--- config.mk ---
export PLATFORM = sky130hd
export DESIGN_NAME = unified_memory_map_decoder
export DESIGN_NICKNAME = d
export VERILOG_FILES = /design/src/rtl/memmap_pkg.sv /design/src/rtl/unified_memory_map_decoder.sv
export SDC_FILE = /design/constraint.sdc
export NUM_CORES = 1
export LEC_CHECK = 0
export ABC_AREA = 1
export BUFFER_PORTS_ARGS = -buffer_cell sky130_fd_sc_hd__clkbuf_2
export CORE_ASPECT_RATIO = 1.75
export CORE_MARGIN = 3
export CORE_UTILIZATION = 49
export DETAILED_ROUTE_END_ITERATION = 6
export PLACE_DENSITY = 0.82
export SLEW_MARGIN = 20
export SYNTH_ARGS = -nofsm -noshare
export SYNTH_HDL_FRONTEND = slang
export SYNTH_SLANG_ARGS = --single-unit
export TNS_END_PERCENT = 100
--- constraint.sdc ---
create_clock -name clk_i -period 3 [get_ports clk_i]
set_clock_uncertainty 0.1 [all_clocks]
set_input_delay 0.3 -clock clk_i [delete_from_list [all_inputs] [get_ports clk_i]]
set_output_delay 0.3 -clock clk_i [all_outputs]
set_load 0.005 [all_outputs]
--- src/rtl/memmap_pkg.sv ---
// Constants for the unified memory map decoder.
// Assumes a 24-bit byte address from the CPU core.
package memmap_pkg;
   localparam int ADDR_W = 24;
   localparam int CLK_HZ = 10000000;
   localparam int CLK_PERIOD_PS = 100000;
   // Timing: extension RAM access and peripheral-bus access
   localparam int EXTENSION_RAM_ACCESS_PS = 31250;
   localparam int PBUS_ACCESS_PS = 62500;
   localparam int EXTENSION_RAM_CYCLES = (EXTENSION_RAM_ACCESS_PS / CLK_PERIOD_PS) < 1 ? 1 : (EXTENSION_RAM_ACCESS_PS / CLK_PERIOD_PS);
   localparam int PBUS_WAIT_STATES = 2;
   // Enable bit positions
   localparam int GLOBAL_EN_BIT = 2;
   localparam int SMALL_RAM_EN_BIT = 2;
   localparam int LARGE_RAM_EN_BIT = 3;
   localparam int FIRST_CAN_CONTROLLER_EN_BIT = 0;
   localparam int SECOND_CAN_CONTROLLER_EN_BIT = 1;
   localparam int RTC_EN_BIT = 4;
   localparam int PWM_EN_BIT = 6;
   localparam int ASYNC_EN_BIT = 7;
   localparam int SYNC_EN_BIT = 8;
   localparam int I2C_EN_BIT = 9;
   localparam int MISC_EN_BIT = 10;
   localparam logic [15:0] PERIPH_SEL_RESET = 16'h0000;
   localparam logic [15:0] SYS_CONFIG_RESET = 16'h0000;
   // Flash ranges
   localparam logic [23:0] FL_LOW_BASE = 24'h000000;
   localparam logic [23:0] FL_LOW_LAST = 24'h007FFF;
   localparam logic [23:0] FL_B4_BASE = 24'h018000;
   localparam logic [23:0] FL_B1_BASE = 24'h070000;
   localparam logic [23:0] FL_LAST = 24'h08FFFF;
   localparam logic [23:0] TEST_FL_LAST = 24'h001FFF;
   localparam logic [23:0] FL_CTRL_BASE = 24'h0E0000;
   localparam logic [23:0] FL_CTRL_LAST = 24'h0EFFFF;
   // Internal RAM and register areas
   localparam logic [23:0] DUAL_PORT_INTERNAL_RAM_BASE = 24'h00F600;
   localparam logic [23:0] DUAL_PORT_INTERNAL_RAM_LAST = 24'h00FDFF;
   localparam logic [23:0] SFR_BASE = 24'h00FE00;
   localparam logic [23:0] SFR_LAST = 24'h00FFFF;
   localparam logic [23:0] ESFR_BASE = 24'h00F000;
   localparam logic [23:0] ESFR_LAST = 24'h00F1FF;
   // Extension RAM
   localparam logic [23:0] SRAM_BASE = 24'h00E000;
   localparam logic [23:0] SRAM_LAST = 24'h00E7FF;
   localparam logic [23:0] LRAM_BASE = 24'h0F0000;
   localparam logic [23:0] LRAM_LAST = 24'h0F7FFF;
   // Peripheral windows, 256 bytes each, keyed by address bits 23:8
   localparam logic [15:0] WIN_PAGE_HI = 16'h00E0;
   localparam int NUM_WIN = 8;
   localparam logic [3:0] WIN_LOW [NUM_WIN] = '{4'hF, 4'hE, 4'hD, 4'hC, 4'h9, 4'h8, 4'hA, 4'hB};
   localparam int WIN_EN_BIT [NUM_WIN] = '{0, 1, 4, 6, 7, 8, 9, 10};
   localparam int EXT_SEG_LINES_CAN = 4;
   localparam int EXT_SEG_LINES_FULL = 8;
   typedef enum logic [4:0]
   {
      ST_IDLE = 5'b00001,
      ST_WAIT = 5'b00010,
      ST_DONE = 5'b00100,
      ST_EXT = 5'b01000,
      ST_ERR = 5'b10000
   } acc_state_t;
endpackage

--- src/rtl/unified_memory_map_decoder.sv ---
// Unified 16 Mbyte address decoder for the on-chip memories and peripheral bus.
// Assumes a single-request CPU: a new request only after ack_o, err_o or sel_ext_o.
// Overview of operation
// [RQ1] One linear 16M space, byte and word accesses
// [RQ2] No read of bank under modification
// [RQ3] Bootstrap shows test block at zero
// [RQ4] User flash blocks at documented addresses
// [RQ5] Extension RAM: one cycle, byte or word
// [RQ6] Small RAM only with both enables
// [RQ7] Large RAM gated, else external bus
// [RQ8] Requester avoids stack, banks, bits there
// [RQ9] First CAN window needs both enables
// [RQ10] Second CAN window needs both enables
// [RQ11] CAN use limits segment lines to four
// [RQ12] Real-time clock window needs both enables
// [RQ13] PWM window gated, word only
// [RQ14] Async serial window needs both enables
// [RQ15] Sync serial window needs both enables
// [RQ16] I2C window needs both enables
// [RQ17] Miscellaneous window needs both enables
// [RQ18] Peripheral windows: word only, two waits
// [RQ19] Disabled peripheral stays fully invisible
// [RQ20] Flash 32-bit fetch, 16-bit data
// [RQ21] Two 512-byte register areas reserved
// [RQ22] Internal RAM holds register banks
// [RQ23] Unclaimed addresses go to external bus
`timescale 1ns/100ps
module unified_memory_map_decoder
#(
   parameter int WAIT_STATES = memmap_pkg::PBUS_WAIT_STATES
)
(
   input wire logic clk_i,
   input wire logic nrst_i,
   input wire logic req_i,
   input wire logic [memmap_pkg::ADDR_W-1:0] addr_i,
   input wire logic write_i,
   input wire logic byte_i,
   input wire logic fetch_i,
   input wire logic bootstrap_i,
   input wire logic [15:0] system_config_reg_i,
   input wire logic [15:0] periph_bus_select_reg_i,
   input wire logic bank0_busy_i,
   input wire logic bank1_busy_i,
   output logic ack_o,
   output logic err_o,
   output logic sel_flash_o,
   output logic sel_test_flash_o,
   output logic flash_bank1_o,
   output logic flash_wide_o,
   output logic sel_flash_ctrl_o,
   output logic sel_dual_port_internal_ram_o,
   output logic sel_sfr_o,
   output logic sel_esfr_o,
   output logic sel_small_ext_ram_o,
   output logic sel_large_ext_ram_o,
   output logic [memmap_pkg::NUM_WIN-1:0] sel_win_o,
   output logic sel_ext_o,
   output logic [3:0] ext_seg_lines_o,
   output logic [memmap_pkg::NUM_WIN-1:0] win_visible_o
);
   import memmap_pkg::*;

   // Wait counter is four bits and counts down from WAIT_STATES - 1
   if (WAIT_STATES < 1 || WAIT_STATES > 15)
   begin : g_bad_wait
      $error("WAIT_STATES out of range");
   end

   ////////////////////////////////////////////////////////////////////////////
   // Address decode
   wire global_en = system_config_reg_i[GLOBAL_EN_BIT];
   wire in_low_fl = addr_i <= FL_LOW_LAST;
   wire in_high_fl = addr_i >= FL_B4_BASE && addr_i <= FL_LAST;
   wire hit_test = bootstrap_i && addr_i <= TEST_FL_LAST;                 // see [RQ3]
   wire hit_flash = !hit_test && (in_low_fl || in_high_fl);               // see [RQ4]
   wire bank1 = addr_i >= FL_B1_BASE;
   // Test block lives in bank 0, so its reads also honour bank 0 busy
   wire bank_busy = bank1 ? bank1_busy_i : bank0_busy_i;
   wire fl_conflict = (hit_flash || hit_test) && !write_i &&
                      (hit_test ? bank0_busy_i : bank_busy);            // see [RQ2]
   wire hit_fctrl = addr_i >= FL_CTRL_BASE && addr_i <= FL_CTRL_LAST;
   wire hit_dual_port_internal_ram = addr_i >= DUAL_PORT_INTERNAL_RAM_BASE && addr_i <= DUAL_PORT_INTERNAL_RAM_LAST;            // see [RQ22]
   wire hit_sfr = addr_i >= SFR_BASE && addr_i <= SFR_LAST;               // see [RQ21]
   wire hit_esfr = addr_i >= ESFR_BASE && addr_i <= ESFR_LAST;            // see [RQ21]
   wire hit_sram = global_en && periph_bus_select_reg_i[SMALL_RAM_EN_BIT] &&
                   addr_i >= SRAM_BASE && addr_i <= SRAM_LAST;            // see [RQ6]
   wire hit_lram = global_en && periph_bus_select_reg_i[LARGE_RAM_EN_BIT] &&
                   addr_i >= LRAM_BASE && addr_i <= LRAM_LAST;            // see [RQ7]
   wire [NUM_WIN-1:0] win_hit;
   wire [NUM_WIN-1:0] win_vis;

   genvar g;
   generate
      for (g = 0; g < NUM_WIN; g++)
      begin : g_win
         // Individual enable alone claims nothing without the global enable
         assign win_vis[g] = global_en && periph_bus_select_reg_i[WIN_EN_BIT[g]]; // see [RQ19]
         assign win_hit[g] = win_vis[g] && addr_i[23:12] == WIN_PAGE_HI[15:4] &&
                             addr_i[11:8] == WIN_LOW[g];         // see [RQ9] [RQ10] [RQ12] [RQ13]
      end
   endgenerate
   // Windows 0..7: FIRST_CAN_CONTROLLER, SECOND_CAN_CONTROLLER, RTC, PWM, async, sync, I2C, misc; see [RQ14] [RQ15] [RQ16] [RQ17]

   wire hit_pbus = |win_hit;
   wire pbus_bad_size = hit_pbus && byte_i;                               // see [RQ13] [RQ18]
   wire hit_onchip = hit_flash || hit_test || hit_fctrl || hit_dual_port_internal_ram || hit_sfr ||
                     hit_esfr || hit_sram || hit_lram || hit_pbus;
   wire hit_ext = !hit_onchip;                                            // see [RQ23]
   wire can_used = win_vis[0] || win_vis[1];
   wire [3:0] seg_next = can_used ? 4'(EXT_SEG_LINES_CAN) : 4'(EXT_SEG_LINES_FULL); // see [RQ11]
   // Whole space taken, any size; only the peripheral bus refuses bytes
   wire refuse = fl_conflict || pbus_bad_size;                            // see [RQ1]

   ////////////////////////////////////////////////////////////////////////////
   // Access sequencer
   acc_state_t state_reg;
   acc_state_t state_next;
   logic [3:0] wait_reg;
   logic [3:0] wait_next;

   always_comb
   begin
      state_next = state_reg;
      wait_next = wait_reg;
      case (state_reg)
         ST_IDLE:
         begin
            if (req_i)
            begin
               if (refuse)
                  state_next = ST_ERR;
               else if (hit_pbus)
               begin
                  state_next = ST_WAIT;                                   // see [RQ18]
                  wait_next = 4'(WAIT_STATES - 1);
               end
               else if (hit_ext)
                  state_next = ST_EXT;
               else
                  state_next = ST_DONE;                                   // see [RQ5]
            end
         end
         ST_WAIT:
         begin
            if (wait_reg == 4'h0)
               state_next = ST_DONE;
            else
               wait_next = wait_reg - 4'h1;
         end
         ST_DONE: state_next = ST_IDLE;
         ST_EXT: state_next = ST_IDLE;
         ST_ERR: state_next = ST_IDLE;
         default: state_next = ST_IDLE;
      endcase
   end

   wire take = state_reg == ST_IDLE && req_i;

   always_ff @(posedge clk_i or negedge nrst_i)
   begin
      if (!nrst_i)
      begin
         state_reg <= ST_IDLE;
         wait_reg <= 4'h0;
      end
      else
      begin
         state_reg <= state_next;
         wait_reg <= wait_next;
      end
   end

   ////////////////////////////////////////////////////////////////////////////
   // Registered selects, held from request to answer
   wire sel_drop = state_next == ST_IDLE;

   always_ff @(posedge clk_i or negedge nrst_i)
   begin
      if (!nrst_i)
         sel_flash_o <= 1'b0;
      else if (take)
         sel_flash_o <= hit_flash && !refuse;
      else if (sel_drop)
         sel_flash_o <= 1'b0;
   end

   always_ff @(posedge clk_i or negedge nrst_i)
   begin
      if (!nrst_i)
         sel_test_flash_o <= 1'b0;
      else if (take)
         sel_test_flash_o <= hit_test && !refuse;
      else if (sel_drop)
         sel_test_flash_o <= 1'b0;
   end

   always_ff @(posedge clk_i or negedge nrst_i)
   begin
      if (!nrst_i)
         flash_bank1_o <= 1'b0;
      else if (take)
         flash_bank1_o <= hit_flash && bank1;
      else if (sel_drop)
         flash_bank1_o <= 1'b0;
   end

   always_ff @(posedge clk_i or negedge nrst_i)
   begin
      if (!nrst_i)
         flash_wide_o <= 1'b0;
      else if (take)
         flash_wide_o <= (hit_flash || hit_test) && fetch_i && !write_i; // see [RQ20]
      else if (sel_drop)
         flash_wide_o <= 1'b0;
   end

   always_ff @(posedge clk_i or negedge nrst_i)
   begin
      if (!nrst_i)
         sel_flash_ctrl_o <= 1'b0;
      else if (take)
         sel_flash_ctrl_o <= hit_fctrl;
      else if (sel_drop)
         sel_flash_ctrl_o <= 1'b0;
   end

   always_ff @(posedge clk_i or negedge nrst_i)
   begin
      if (!nrst_i)
         sel_dual_port_internal_ram_o <= 1'b0;
      else if (take)
         sel_dual_port_internal_ram_o <= hit_dual_port_internal_ram;
      else if (sel_drop)
         sel_dual_port_internal_ram_o <= 1'b0;
   end

   always_ff @(posedge clk_i or negedge nrst_i)
   begin
      if (!nrst_i)
         sel_sfr_o <= 1'b0;
      else if (take)
         sel_sfr_o <= hit_sfr;
      else if (sel_drop)
         sel_sfr_o <= 1'b0;
   end

   always_ff @(posedge clk_i or negedge nrst_i)
   begin
      if (!nrst_i)
         sel_esfr_o <= 1'b0;
      else if (take)
         sel_esfr_o <= hit_esfr;
      else if (sel_drop)
         sel_esfr_o <= 1'b0;
   end

   always_ff @(posedge clk_i or negedge nrst_i)
   begin
      if (!nrst_i)
         sel_small_ext_ram_o <= 1'b0;
      else if (take)
         sel_small_ext_ram_o <= hit_sram;
      else if (sel_drop)
         sel_small_ext_ram_o <= 1'b0;
   end

   always_ff @(posedge clk_i or negedge nrst_i)
   begin
      if (!nrst_i)
         sel_large_ext_ram_o <= 1'b0;
      else if (take)
         sel_large_ext_ram_o <= hit_lram;
      else if (sel_drop)
         sel_large_ext_ram_o <= 1'b0;
   end

   always_ff @(posedge clk_i or negedge nrst_i)
   begin
      if (!nrst_i)
         sel_win_o <= '0;
      else if (take)
         sel_win_o <= refuse ? '0 : win_hit;
      else if (sel_drop)
         sel_win_o <= '0;
   end

   always_ff @(posedge clk_i or negedge nrst_i)
   begin
      if (!nrst_i)
         sel_ext_o <= 1'b0;
      else if (take)
         sel_ext_o <= hit_ext;                                            // see [RQ6] [RQ7] [RQ23]
      else if (sel_drop)
         sel_ext_o <= 1'b0;
   end

   ////////////////////////////////////////////////////////////////////////////
   // Answers and status
   always_ff @(posedge clk_i or negedge nrst_i)
   begin
      if (!nrst_i)
      begin
         ack_o <= 1'b0;
         err_o <= 1'b0;
         ext_seg_lines_o <= 4'h0;
         win_visible_o <= '0;
      end
      else
      begin
         // External answers come from the bus interface itself
         ack_o <= state_next == ST_DONE;
         err_o <= state_next == ST_ERR;
         ext_seg_lines_o <= seg_next;
         win_visible_o <= win_vis;
      end
   end
endmodule

==> run metrics, run 1 <==
Bufs and invs on worst path 0; Cell Area, Synth 0.00202 mm2; TritonCTS buffer count 5; total gr overflow 0; via count of the routed design 1840; Least-Margin Pin Slew 0.968 ns; nets 387; Crit path max-delay family simple AND/OR/NAND/NOR gates; cell taking the most area after synthesis dfrtp_1; CP most frequent cell nand2_1; synth top area cells dfrtp_1 48%, nand2_1 13%, nand3_1 5.5%; VDD IR-drop max 0.000296 V; share of cells above drive strength 1 0.308; Root Driver clkbuf_8; clk buf depth 2; worst-skew pair later-pin latency 0.29 ns; WHS 0.0456 ns; overall fraction of global-route tracks in use 0.210; IO Pins 98; Final Wtd Congestion 0.921; crit-path cells nor2_1, nand2_1, nor3_2, nand2_1, nand2_4, nand2_1, nand2_1; Fin Setup TNS 0 ns; Rows 30; CP max FO 12; Final Setup Violations 0; height of the chip 90.9 um; Ys Warns 0; DR DRC count 0; Leak 1.41 nW; Final Power 1.16 mW; Yosys cell types 31; DR pass1 iterations 4; Core Area 0.00390 mm2; RSZ-0062 raised after global routing no; vias in the first global route 1789; Initial Util 0.517; CP Capture Type flip-flop; data required time at the worst endpoint 3.13 ns; Final Hold Vio Count 0; Antenna Cells 0; first-pass GRT wire length 7810 um; clock tree sinks 40; Post-CTS Setup Bufs 0; CP Class flip-flop to flip-flop; sequential share of the synthesized area 0.497; H-tree depth 2; CP arrival 2.09 ns; DR iter-0 viols 35; fmax 511 MHz; clock-pin slew on the worst setup and hold paths 0.08 ns; Yosys top cell area share 0.484; status finished, final reports clean; Die Area 0.00495 mm2; largest net degree at the start of global routing 41; antenna violations before repair 0; synthesized instance count 251; CP Launch Type flip-flop; Hold Crit Class input pin to asynchronous set/reset pin; Post-CTS Hold Buffers 0; Slew Limit Fails 0; DP Wirelength 3630 um; die width 54.5 um; Worst path max stage delay 0.56 ns; Pwr Density 467 mW/mm2; syn_area_per_cell 8.04 um2; Area Growth Syn to Fin 23.6%; layout filler cell count 388; register bit count reported by yosys 40; vias per cell 4.99; CTS resizes 0; TritonCTS clock tree done; total wire length 4470 um; Final min period 1.96 ns; worst relative slew slack 0.355; final period utilization 0.652; IO Port Bufs 66; Crit-path slowest cell nor3_2; Antenna Nets Post-Route 0; max_cap viols 0; drt wl/cell 12.1 um
[synthesized netlist by cell type (all sizes together)]
library cell  instances
o22ai                 2
a21oi                 2
dfrtp                39
clkbuf                2
conb                  1
nor2                 30
o2111ai               1
nor4                  1
a32o                  1
dfstp                 1
nand3                24
nor3                  6
ha                    2
inv                  33
nand2                77
o21ai                17
buf                   4
xnor2                 2
and3                  1
nand3b                1
nand4                 4
[where the power goes]
| group | total (mW) | internal [mW] | switching [mW] |
|---|---|---|---|
| combinational | 0.160 | 0.0532 | 0.106 |
| sequential | 0.576 | 0.567 | 0.00987 |
| clock | 0.427 | 0.247 | 0.180 |
| total | 1.16 | 0.866 | 0.296 |
[stage by stage]
stage | setup slack [ns] | instances | util | instance area, um2
2_1_floorplan | 1.45 | 252 | - | 2020
3_3_place_gp | 1.05 | 361 | 0.611 | 2380
3_5_place_dp | 1.01 | 361 | 0.611 | 2380
4_1_cts | 1.01 | 369 | 0.638 | 2490
5_1_grt | 0.891 | 369 | 0.638 | 2490
6_report | 1.04 | 369 | 0.638 | 2490
[placed cells by master, fill, tap and decap left out]
| master | netlist | final |
|---|---|---|
| nand2_1 | 69 | 69 |
| clkbuf_2 | 0 | 66 |
| dfrtp_1 | 39 | 39 |
| inv_1 | 28 | 28 |
| nor2_1 | 22 | 22 |
| nand3_1 | 22 | 22 |
| o21ai_1 | 10 | 10 |
| nor2_2 | 7 | 7 |
| o21ai_0 | 7 | 7 |
| inv_2 | 5 | 5 |
| nor3_1 | 6 | 5 |
| clkbuf_8 | 0 | 5 |
| nand2_2 | 4 | 4 |
| nand2_4 | 4 | 4 |
| nand4_1 | 4 | 4 |
| a21oi_1 | 2 | 2 |
| o22ai_1 | 2 | 2 |
| xnor2_1 | 2 | 2 |
| ha_1 | 2 | 2 |
| conb_1 | 1 | 2 |
| nor2_4 | 1 | 1 |
| nand3_2 | 1 | 1 |
| nor3_2 | 0 | 1 |
| and3_1 | 1 | 1 |
| o2111ai_1 | 1 | 1 |
| nand3_4 | 1 | 1 |
| nor4_1 | 1 | 1 |
| nand3b_1 | 1 | 1 |
| a32o_1 | 1 | 1 |
| bufinv_16 | 0 | 1 |
| clkinv_2 | 0 | 1 |
| clkbuf_1 | 2 | 1 |
| buf_4 | 2 | 1 |
| dfstp_2 | 1 | 1 |
[worst paths after layout]
| check | start | to | slack (ns) | depth (start not counted) |
|---|---|---|---|---|
| setup / recovery | state_reg[2]$_DFF_PN0_ | wait_reg[3]$_DFFE_PN0P_ | 1.04 | 7 |
| hold / removal | nrst_i | flash_wide_o$_DFFE_PN0P_ | 0.05 | 1 |
| setup reg to reg | state_reg[2]$_DFF_PN0_ | wait_reg[3]$_DFFE_PN0P_ | 1.04 | 7 |
| hold reg to reg | flash_wide_o$_DFFE_PN0P_ | flash_wide_o$_DFFE_PN0P_ | 0.39 | 2 |
| max in group asynchronous | nrst_i | sel_win_o[2]$_DFFE_PN0P_ | 2.14 | 1 |
| min in group clk_i | req_i | state_reg[0]$_DFF_PN1_ | 0.09 | 2 |
[cell families (layout without fill, tap and decap cells)]
group | count (synthesis) | after routing | share of synthesized area
and+or+nand+nor | 144 | 144 | 0.337
AOI/OAI and AO/OA | 23 | 23 | 0.0627
DFF | 40 | 40 | 0.497
adders and majority gates | 2 | 2 | 0.0124
xor gates and xnor gates | 2 | 2 | 0.00869
buffers and inverters | 39 | 108 | 0.0806
other | 1 | 2 | 0.00186
[routing by layer]
| metal | global-route usage | share of wire |
|---|---|---|
| met1 | 0.240 | 0.38 |
| met2 | 0.365 | 0.56 |
| met3 | 0.0331 | 0.037 |
| met4 | 0.0852 | 0.024 |
| met5 | 0 | 0 |
[area by class of cell]
type,count,area [um2],share of cell area
Inverter,33,124,0.0497
Sequential cell,40,1000,0.402
Clock buffer,6,72.6,0.0291
Timing Repair Buffer,67,338,0.136
Multi-Input combinational cell,173,861,0.345
Tap cell,48,60.1,0.0241
Clock inverter,2,35.0,0.0141
Note: power is estimated with default switching activity, not from simulation.
==> run 2, diff against run 1 <==
--- a/config.mk
+++ b/config.mk
@@ -5,13 +5,13 @@
 export SDC_FILE = /design/constraint.sdc
 export NUM_CORES = 1
 export LEC_CHECK = 0
-export ABC_AREA = 1
+export ABC_AREA = 0
 export BUFFER_PORTS_ARGS = -buffer_cell sky130_fd_sc_hd__clkbuf_2
 export CORE_ASPECT_RATIO = 1.75
 export CORE_MARGIN = 3
-export CORE_UTILIZATION = 49
+export CORE_UTILIZATION = 41
 export DETAILED_ROUTE_END_ITERATION = 6
-export PLACE_DENSITY = 0.82
+export PLACE_DENSITY = 0.74
 export SLEW_MARGIN = 20
 export SYNTH_ARGS = -nofsm -noshare
 export SYNTH_HDL_FRONTEND = slang
==> constraint.sdc (replaced) <==
create_clock -name clk_i -period 1.6 [get_ports clk_i]
set_clock_uncertainty 0.1 [all_clocks]
set_input_delay 0.16 -clock clk_i [delete_from_list [all_inputs] [get_ports clk_i]]
set_output_delay 0.16 -clock clk_i [all_outputs]
set_load 0.005 [all_outputs]
==> run 2 against run 1 <==
Net effect:
- the run now ends with negative setup slack left
- flip-flop and latch count stayed put
- non-clock buffer count is 39 higher
- power is 69% higher
- global-route usage is 2.2 points lower
- via count is 0.54% lower
- final area is 13% higher
- highest routed layer unchanged
==> run metrics, run 2 <==
critical path depth 5 (-2); overall fraction of global-route tracks in use 0.187 (-0.0223); Crit path max-delay family simple AND/OR/NAND/NOR gates; ys async rst share 1.00 (unchanged); status finished with violations; cell taking the most area after synthesis dfrtp_1; CP Launch Type flip-flop; Yosys cell types 55 (+77%); Leak 1.39 nW (-1.8%); total wire length 5100 um (+14%); Initial Util 0.434 (-0.0825); vias in the first global route 1860 (+4.0%); Core Area 0.00452 mm2 (+16%); IO Pins 98 (unchanged); CP arrival 1.91 ns (-0.18 ns); synthesized instance count 187 (-25%); Cell Area, Synth 0.00196 mm2 (-2.6%); Hold Crit Class input pin to flip-flop; Pwr Density 699 mW/mm2 (+50%); Finished Layout Cells 344 (-6.8%); height of the chip 97.6 um (+7.4%); clock tree sinks 40 (unchanged); Worst Setup EP wait_reg[0]$_DFFE_PN0P_; clock-pin slew on the worst setup and hold paths 0.07 ns (about the same); VDD IR-drop max 0.000512 V (+73%); hold path startpoint periph_bus_select_reg_i[4]; via count of the routed design 1830 (-0.54%); Final min period 1.79 ns (-0.171 ns); DR iter-0 viols 14 (-60%); GRT busiest layer met2; R2R setup slack -0.19 ns (-1.23 ns); Post-synth EDFFs 0 (unchanged); Area Growth Syn to Fin 42.7%; sequential share of the synthesized area 0.510 (+0.0133); TritonCTS buffer count 5 (unchanged); Antenna Cells 0 (unchanged); GRT met1 Usage 0.200 (-0.0398); total gr overflow 0 (unchanged); Yosys top cell area share 0.497 (+0.0129); largest net degree at the start of global routing 41 (unchanged); Setup WS post-layout -0.186 ns (-1.23 ns); Reg2Reg Launch Point state_reg[0]$_DFF_PN1_; TritonCTS clock tree done; max_cap viols 0 (unchanged); r2r endpoint wait_reg[0]$_DFFE_PN0P_; vias per cell 5.32 (+6.7%); Slew Limit Fails 0 (unchanged); Placed Cells 330 (-8.6%); cell count of the worst reg-to-reg path 5 (-2); commonest non-fill, non-tap cells in the layout 66 x clkbuf_2, 39 x dfrtp_1, 34 x buf_4; DR pass1 iterations 4 (unchanged); die width 58.3 um (+7.0%); crit path launch state_reg[0]$_DFF_PN1_; crit-path cells and3b_2, nand2_4, or3_4, o31ai_4, mux2_2; H-tree depth 2 (unchanged); Rows 32 (+6.7%); DR DRC count 0 (unchanged); first-pass GRT wire length 8380 um (+7.3%); IO Port Bufs 66 (unchanged); final period utilization 1.12 (+0.464); failing checks negative setup slack; worst-skew pair later-pin latency 0.28 ns (about the same); commonest non-fill, non-tap cell in the layout clkbuf_2; clk buf depth 2 (unchanged); syn_area_per_cell 10.5 um2 (+31%); data required time at the worst endpoint 1.73 ns (-1.40 ns); Final Wtd Congestion 0.827 (-10%); Antenna Nets Post-Route 0 (unchanged); Synth top cells by count 39 x dfrtp_1, 27 x nand2_1, 13 x o21ai_0; most common cell in the netlist dfrtp_1; CP max FO 4 (-8); drt wl/cell 14.8 um (+22%); Final Hold Vio Count 0 (unchanged); Synth Flop Type dfrtp_1; Worst path max stage delay 0.53 ns (-0.03 ns); Fin Setup TNS -1.14 ns (-1.14 ns); share of cells above drive strength 1 0.481 (+0.173); Die Area 0.00569 mm2 (+15%); Bufs and invs on worst path 0 (unchanged); Ys Warns 0 (unchanged); register bit count reported by yosys 40 (unchanged); met3 usage 0.0386 (+0.00551); fmax 560 MHz (+9.6%); antenna violations before repair 0 (unchanged); Root Driver clkbuf_8; CP Class flip-flop to flip-flop; RSZ-0062 raised after global routing yes; Crit-path slowest cell dfstp_2; nets 360 (-7.0%); met2 GRT Util 0.345 (-0.0196); CP Capture Type flip-flop; synth top area cells dfrtp_1 50%, nand2_1 5.2%, o21ai_0 3.3%; DP Wirelength 4000 um (+10%); Final Setup Violations 13 (+13)
[run 2: changes by cell type after synthesis, sizes merged, moves of 4 or more]
cell	before	now
and2	0	7
inv	33	10
nand2	77	27
nand3	24	8
nor2	30	6
o21ai	17	13
o31ai	0	6
or3	0	4
[run 2: logic make-up after synthesis]
| kind of cell | after synthesis | share of synthesized area |
|---|---|---|
| and+or+nand+nor | 79 | 0.241 |
| buffers and inverters | 18 | 0.0433 |
| muxes | 4 | 0.0210 |
| xor gates and xnor gates | 4 | 0.0178 |
| adders and majority gates | 2 | 0.0127 |
| AOI/OAI and AO/OA | 39 | 0.152 |
| other | 1 | 0.00191 |
| DFF | 40 | 0.510 |
[run 2: timing repair]
item	in CTS	in global routing
cloned	0	1
endpoints found under the setup margin	17	25
setup buffers	0	4
endpoints found under the hold margin	41	0
gates resized for setup	9	18
pin swaps	5	4
hold buffers	2	0
[run 2: metal layers]
layer  part of all wire  wire length, um  up-vias
met3              0.041              209        8
met4              0.016               84        0
met2               0.60             3040       43
met5                  0                0        -
met1               0.35             1760      893
li1                   -                -      886
[run 2: area by class of cell]
cell class,count,area [um2]
repair buffers,106,656
flip-flops and latches,40,1000
clock inverters,1,5.00
inverters,10,37.5
well taps,51,63.8
clock buffers,6,72.6
fillers,401,1720
multi-input cells,130,967
[run 2: how the worst min path moves through the flow]
stage	slack [ns]	endpoint	cells after the start
after floorplan	-0.24	ack_o$_DFF_PN0_	0
after global placement	0.05	wait_reg[3]$_DFFE_PN0P_	2
after detailed placement	0.05	wait_reg[3]$_DFFE_PN0P_	2
after CTS	0.008	sel_win_o[2]$_DFFE_PN0P_	3
after global routing	0.02	win_visible_o[3]$_DFF_PN0_	2
final	0.02	sel_win_o[2]$_DFFE_PN0P_	3
[run 2: tightest hold or removal path, cell delays in order]
cell	delay [ns]
clkbuf_2	0.10
nand2_1	0.05
o21ai_1	0.05
[run 2: per-stage QoR]
step / cell area [um2] / power [mW] / utilization / worst slack, ns / hold slack (ns)
floorplan: 1990 / 1.18 / - / -0.146 / -0.236
global placement: 2580 / 1.35 / 0.571 / -0.177 / 0.0491
CTS: 2700 / 1.98 / 0.597 / -0.193 / 0.00848
detailed placement: 2580 / 1.35 / 0.571 / -0.210 / 0.0491
global route: 2800 / 2.07 / 0.620 / -0.240 / 0.0249
finish: 2800 / 1.96 / 0.620 / -0.186 / 0.0152
[run 2: report_power, final]
| group | internal (mW) | total [mW] | switching, mW | leakage (nW) |
|---|---|---|---|---|
| registers | 1.04 | 1.05 | 0.00959 | 0.524 |
| logic | 0.142 | 0.300 | 0.158 | 0.822 |
| clock network | 0.296 | 0.615 | 0.319 | 0.0410 |
| total | 1.48 | 1.96 | 0.486 | 1.39 |
==> run 3, diff against run 2 <==
--- a/config.mk
+++ b/config.mk
@@ -8,10 +8,10 @@
 export ABC_AREA = 0
 export BUFFER_PORTS_ARGS = -buffer_cell sky130_fd_sc_hd__clkbuf_2
 export CORE_ASPECT_RATIO = 1.75
-export CORE_MARGIN = 3
 export CORE_UTILIZATION = 41
 export DETAILED_ROUTE_END_ITERATION = 6
 export PLACE_DENSITY = 0.74
+export SKIP_LAST_GASP = 1
 export SLEW_MARGIN = 20
 export SYNTH_ARGS = -nofsm -noshare
 export SYNTH_HDL_FRONTEND = slang
==> run 3 against run 2 <==
Net effect:
- the run still ends with negative setup slack left
- critical path depth stayed put
- sequential power hardly changed
- hold slack worse by 0.0098 ns
- clock power is 4.6% higher
- first-iteration DRC count is 110% higher
- combinational power is 2% lower
- fmax is 0.30% higher
- largest cell class unchanged
==> run metrics, run 3 (synthesis gave the netlist of run 2 again) <==
status finished with violations; failing checks negative setup slack; vias in the first global route 1726 (-7.2%); Crit path max-delay family simple AND/OR/NAND/NOR gates; die width 54.3 um (-6.9%); RSZ-0062 raised after global routing yes; Worst path max stage delay 0.53 ns (about the same); Antenna Nets Post-Route 0 (unchanged); switch share 0.250 (+0.00217); DR iter-0 viols 30 (+16); total wire length 4780 um (-6.3%); Pint 1.49 mW (+0.76%); combinational share of power 0.148 (-0.005); pre-CTS setup slack -0.208 ns (+0.00200 ns); fmax 562 MHz (+0.30%); antenna violations before repair 0 (unchanged); final period utilization 1.11 (-0.00335); share of power burned in registers 0.528 (-0.006); nets 354 (-1.7%); largest net degree at the start of global routing 24 (-41%); vias per cell 5.26 (-1.1%); total gr overflow 0 (unchanged); Post-CTS Setup Bufs 0 (unchanged); Die Area 0.00508 mm2 (-11%); clock-pin slew on the worst setup and hold paths 0.07 ns (about the same); crit-path cells and3b_2, nand2_4, or3_4, o31ai_4, mux2_2; TritonCTS clock tree done; Final Hold Vio Count 0 (unchanged); CP arrival 1.91 ns (about the same); Min-Delay Path Depth 3 (unchanged); clock tree sinks 40 (unchanged); Rows 33 (+3.1%); cell count of the worst reg-to-reg path 5 (unchanged); Final Setup Violations 9 (-4); clk buf depth 2 (unchanged); TritonCTS buffer count 5 (unchanged); VDD IR-drop max 0.000669 V (+31%); CP Capture Type flip-flop; share of cells above drive strength 1 0.444 (-0.0368); first-pass GRT wire length 7640 um (-8.9%); data required time at the worst endpoint 1.73 ns (about the same); Hold Crit Class input pin to flip-flop; Setup WS post-layout -0.181 ns (+0.00537 ns); CP max FO 4 (unchanged); IO Port Bufs 66 (unchanged); DR DRC count 0 (unchanged); Bufs and invs on worst path 0 (unchanged); via count of the routed design 1789 (-2.2%); DR pass1 iterations 4 (unchanged); Final Power 1.98 mW (+1.0%); overall fraction of global-route tracks in use 0.208 (+0.0202); IO Pins 98 (unchanged); DP Wirelength 3870 um (-3.3%); Area Growth Syn to Fin 39.9%; CP Class flip-flop to flip-flop; commonest non-fill, non-tap cells in the layout 66 x clkbuf_2, 39 x dfrtp_1, 30 x buf_4; commonest non-fill, non-tap cell in the layout clkbuf_2; CP Launch Type flip-flop; Psw 0.496 mW (+1.9%); max_cap viols 0 (unchanged); Initial Util 0.425 (-0.00940); drt wl/cell 14.0 um (-5.2%); layout filler cell count 427 (+6.5%); worst-skew pair later-pin latency 0.29 ns (about the same); Antenna Cells 0 (unchanged); WHS 0.00542 ns (-0.00979 ns); Leak 1.35 nW (-2.4%); Crit-path slowest cell dfstp_2; Core Area 0.00462 mm2 (+2.2%); critical path depth 5 (unchanged); height of the chip 93.6 um (-4.1%); Final Wtd Congestion 0.813 (-1.7%); register area 0.00100 mm2 (unchanged); Final min period 1.78 ns (-0.00537 ns); Slew Limit Fails 0 (unchanged); area of the multi-input gates 947 um2 (-2.1%); Root Driver clkbuf_8; Pwr Density 721 mW/mm2 (+3.1%); H-tree depth 2 (unchanged); part of the power in the clock network 0.324 (+0.010)
==> run 3: cell count changes in the layout (fill, tap and decap cells not counted), moves of 2 or more <==
cell	before	now
clkbuf_1	1	3
buf_4	34	30
o21ai_2	2	0
buf_6	2	0
==> run 3: worst paths after layout <==
kind	from	endpoint	slack [ns]
setup / recovery	state_reg[0]$_DFF_PN1_	wait_reg[0]$_DFFE_PN0P_	-0.18
setup reg to reg	state_reg[0]$_DFF_PN1_	wait_reg[0]$_DFFE_PN0P_	-0.18
hold / removal	fetch_i	flash_wide_o$_DFFE_PN0P_	0.005
min in group asynchronous	nrst_i	wait_reg[1]$_DFFE_PN0P_	0.25
max in group asynchronous	nrst_i	sel_win_o[4]$_DFFE_PN0P_	0.68
hold reg to reg	sel_flash_ctrl_o$_DFFE_PN0P_	sel_flash_ctrl_o$_DFFE_PN0P_	0.38
==> run 3: timing repair <==
action / 4_1_cts / 5_1_grt
resized for setup: 5 / 13
endpoints found under the setup margin: 17 / 22
pin swaps: 2 / 8
endpoints found under the hold margin: 17 / 0
hold buffers: 2 / 0
==> run 3: power groups by stage <==
stage,registers [mW],logic (mW),clock network (mW)
after floorplan,1.07,0.111,0
after global placement,1.06,0.280,0
after detailed placement,1.07,0.282,0
after CTS,1.05,0.289,0.656
after global routing,1.05,0.328,0.696
final,1.05,0.293,0.643
==> run 3: layout make-up <==
| class | count | share of cell area |
|---|---|---|
| Sequential cell | 40 | 0.365 |
| Multi-Input combinational cell | 130 | 0.345 |
| Timing Repair Buffer | 100 | 0.224 |
| Clock buffer | 8 | 0.0291 |
| Tap cell | 52 | 0.0237 |
| Inverter | 10 | 0.0137 |
==> run 3: worst register-to-register path, cell delays in order (launching register included) <==
cell	delay [ns]
dfstp_2	0.53
and3b_2	0.22
nand2_4	0.07
or3_4	0.41
o31ai_4	0.21
mux2_2	0.19
==> run 3: stage by stage <==
stage | TNS, ns | utilization | cell area [um2] | std cells
2_1_floorplan | -0.637 | - | 1990 | 188
3_3_place_gp | -2.20 | 0.560 | 2590 | 330
3_5_place_dp | -2.87 | 0.560 | 2590 | 330
4_1_cts | -1.48 | 0.585 | 2710 | 340
5_1_grt | -1.85 | 0.594 | 2750 | 340
6_report | -0.743 | 0.594 | 2750 | 340
==> run 3: per-layer routing <==
metal | GRT usage | vias to the layer above | share of wire
li1 | - | 872 | -
met1 | 0.221 | 854 | 0.35
met2 | 0.384 | 54 | 0.58
met3 | 0.0309 | 9 | 0.046
met4 | 0.0769 | 0 | 0.022
met5 | 0 | - | 0
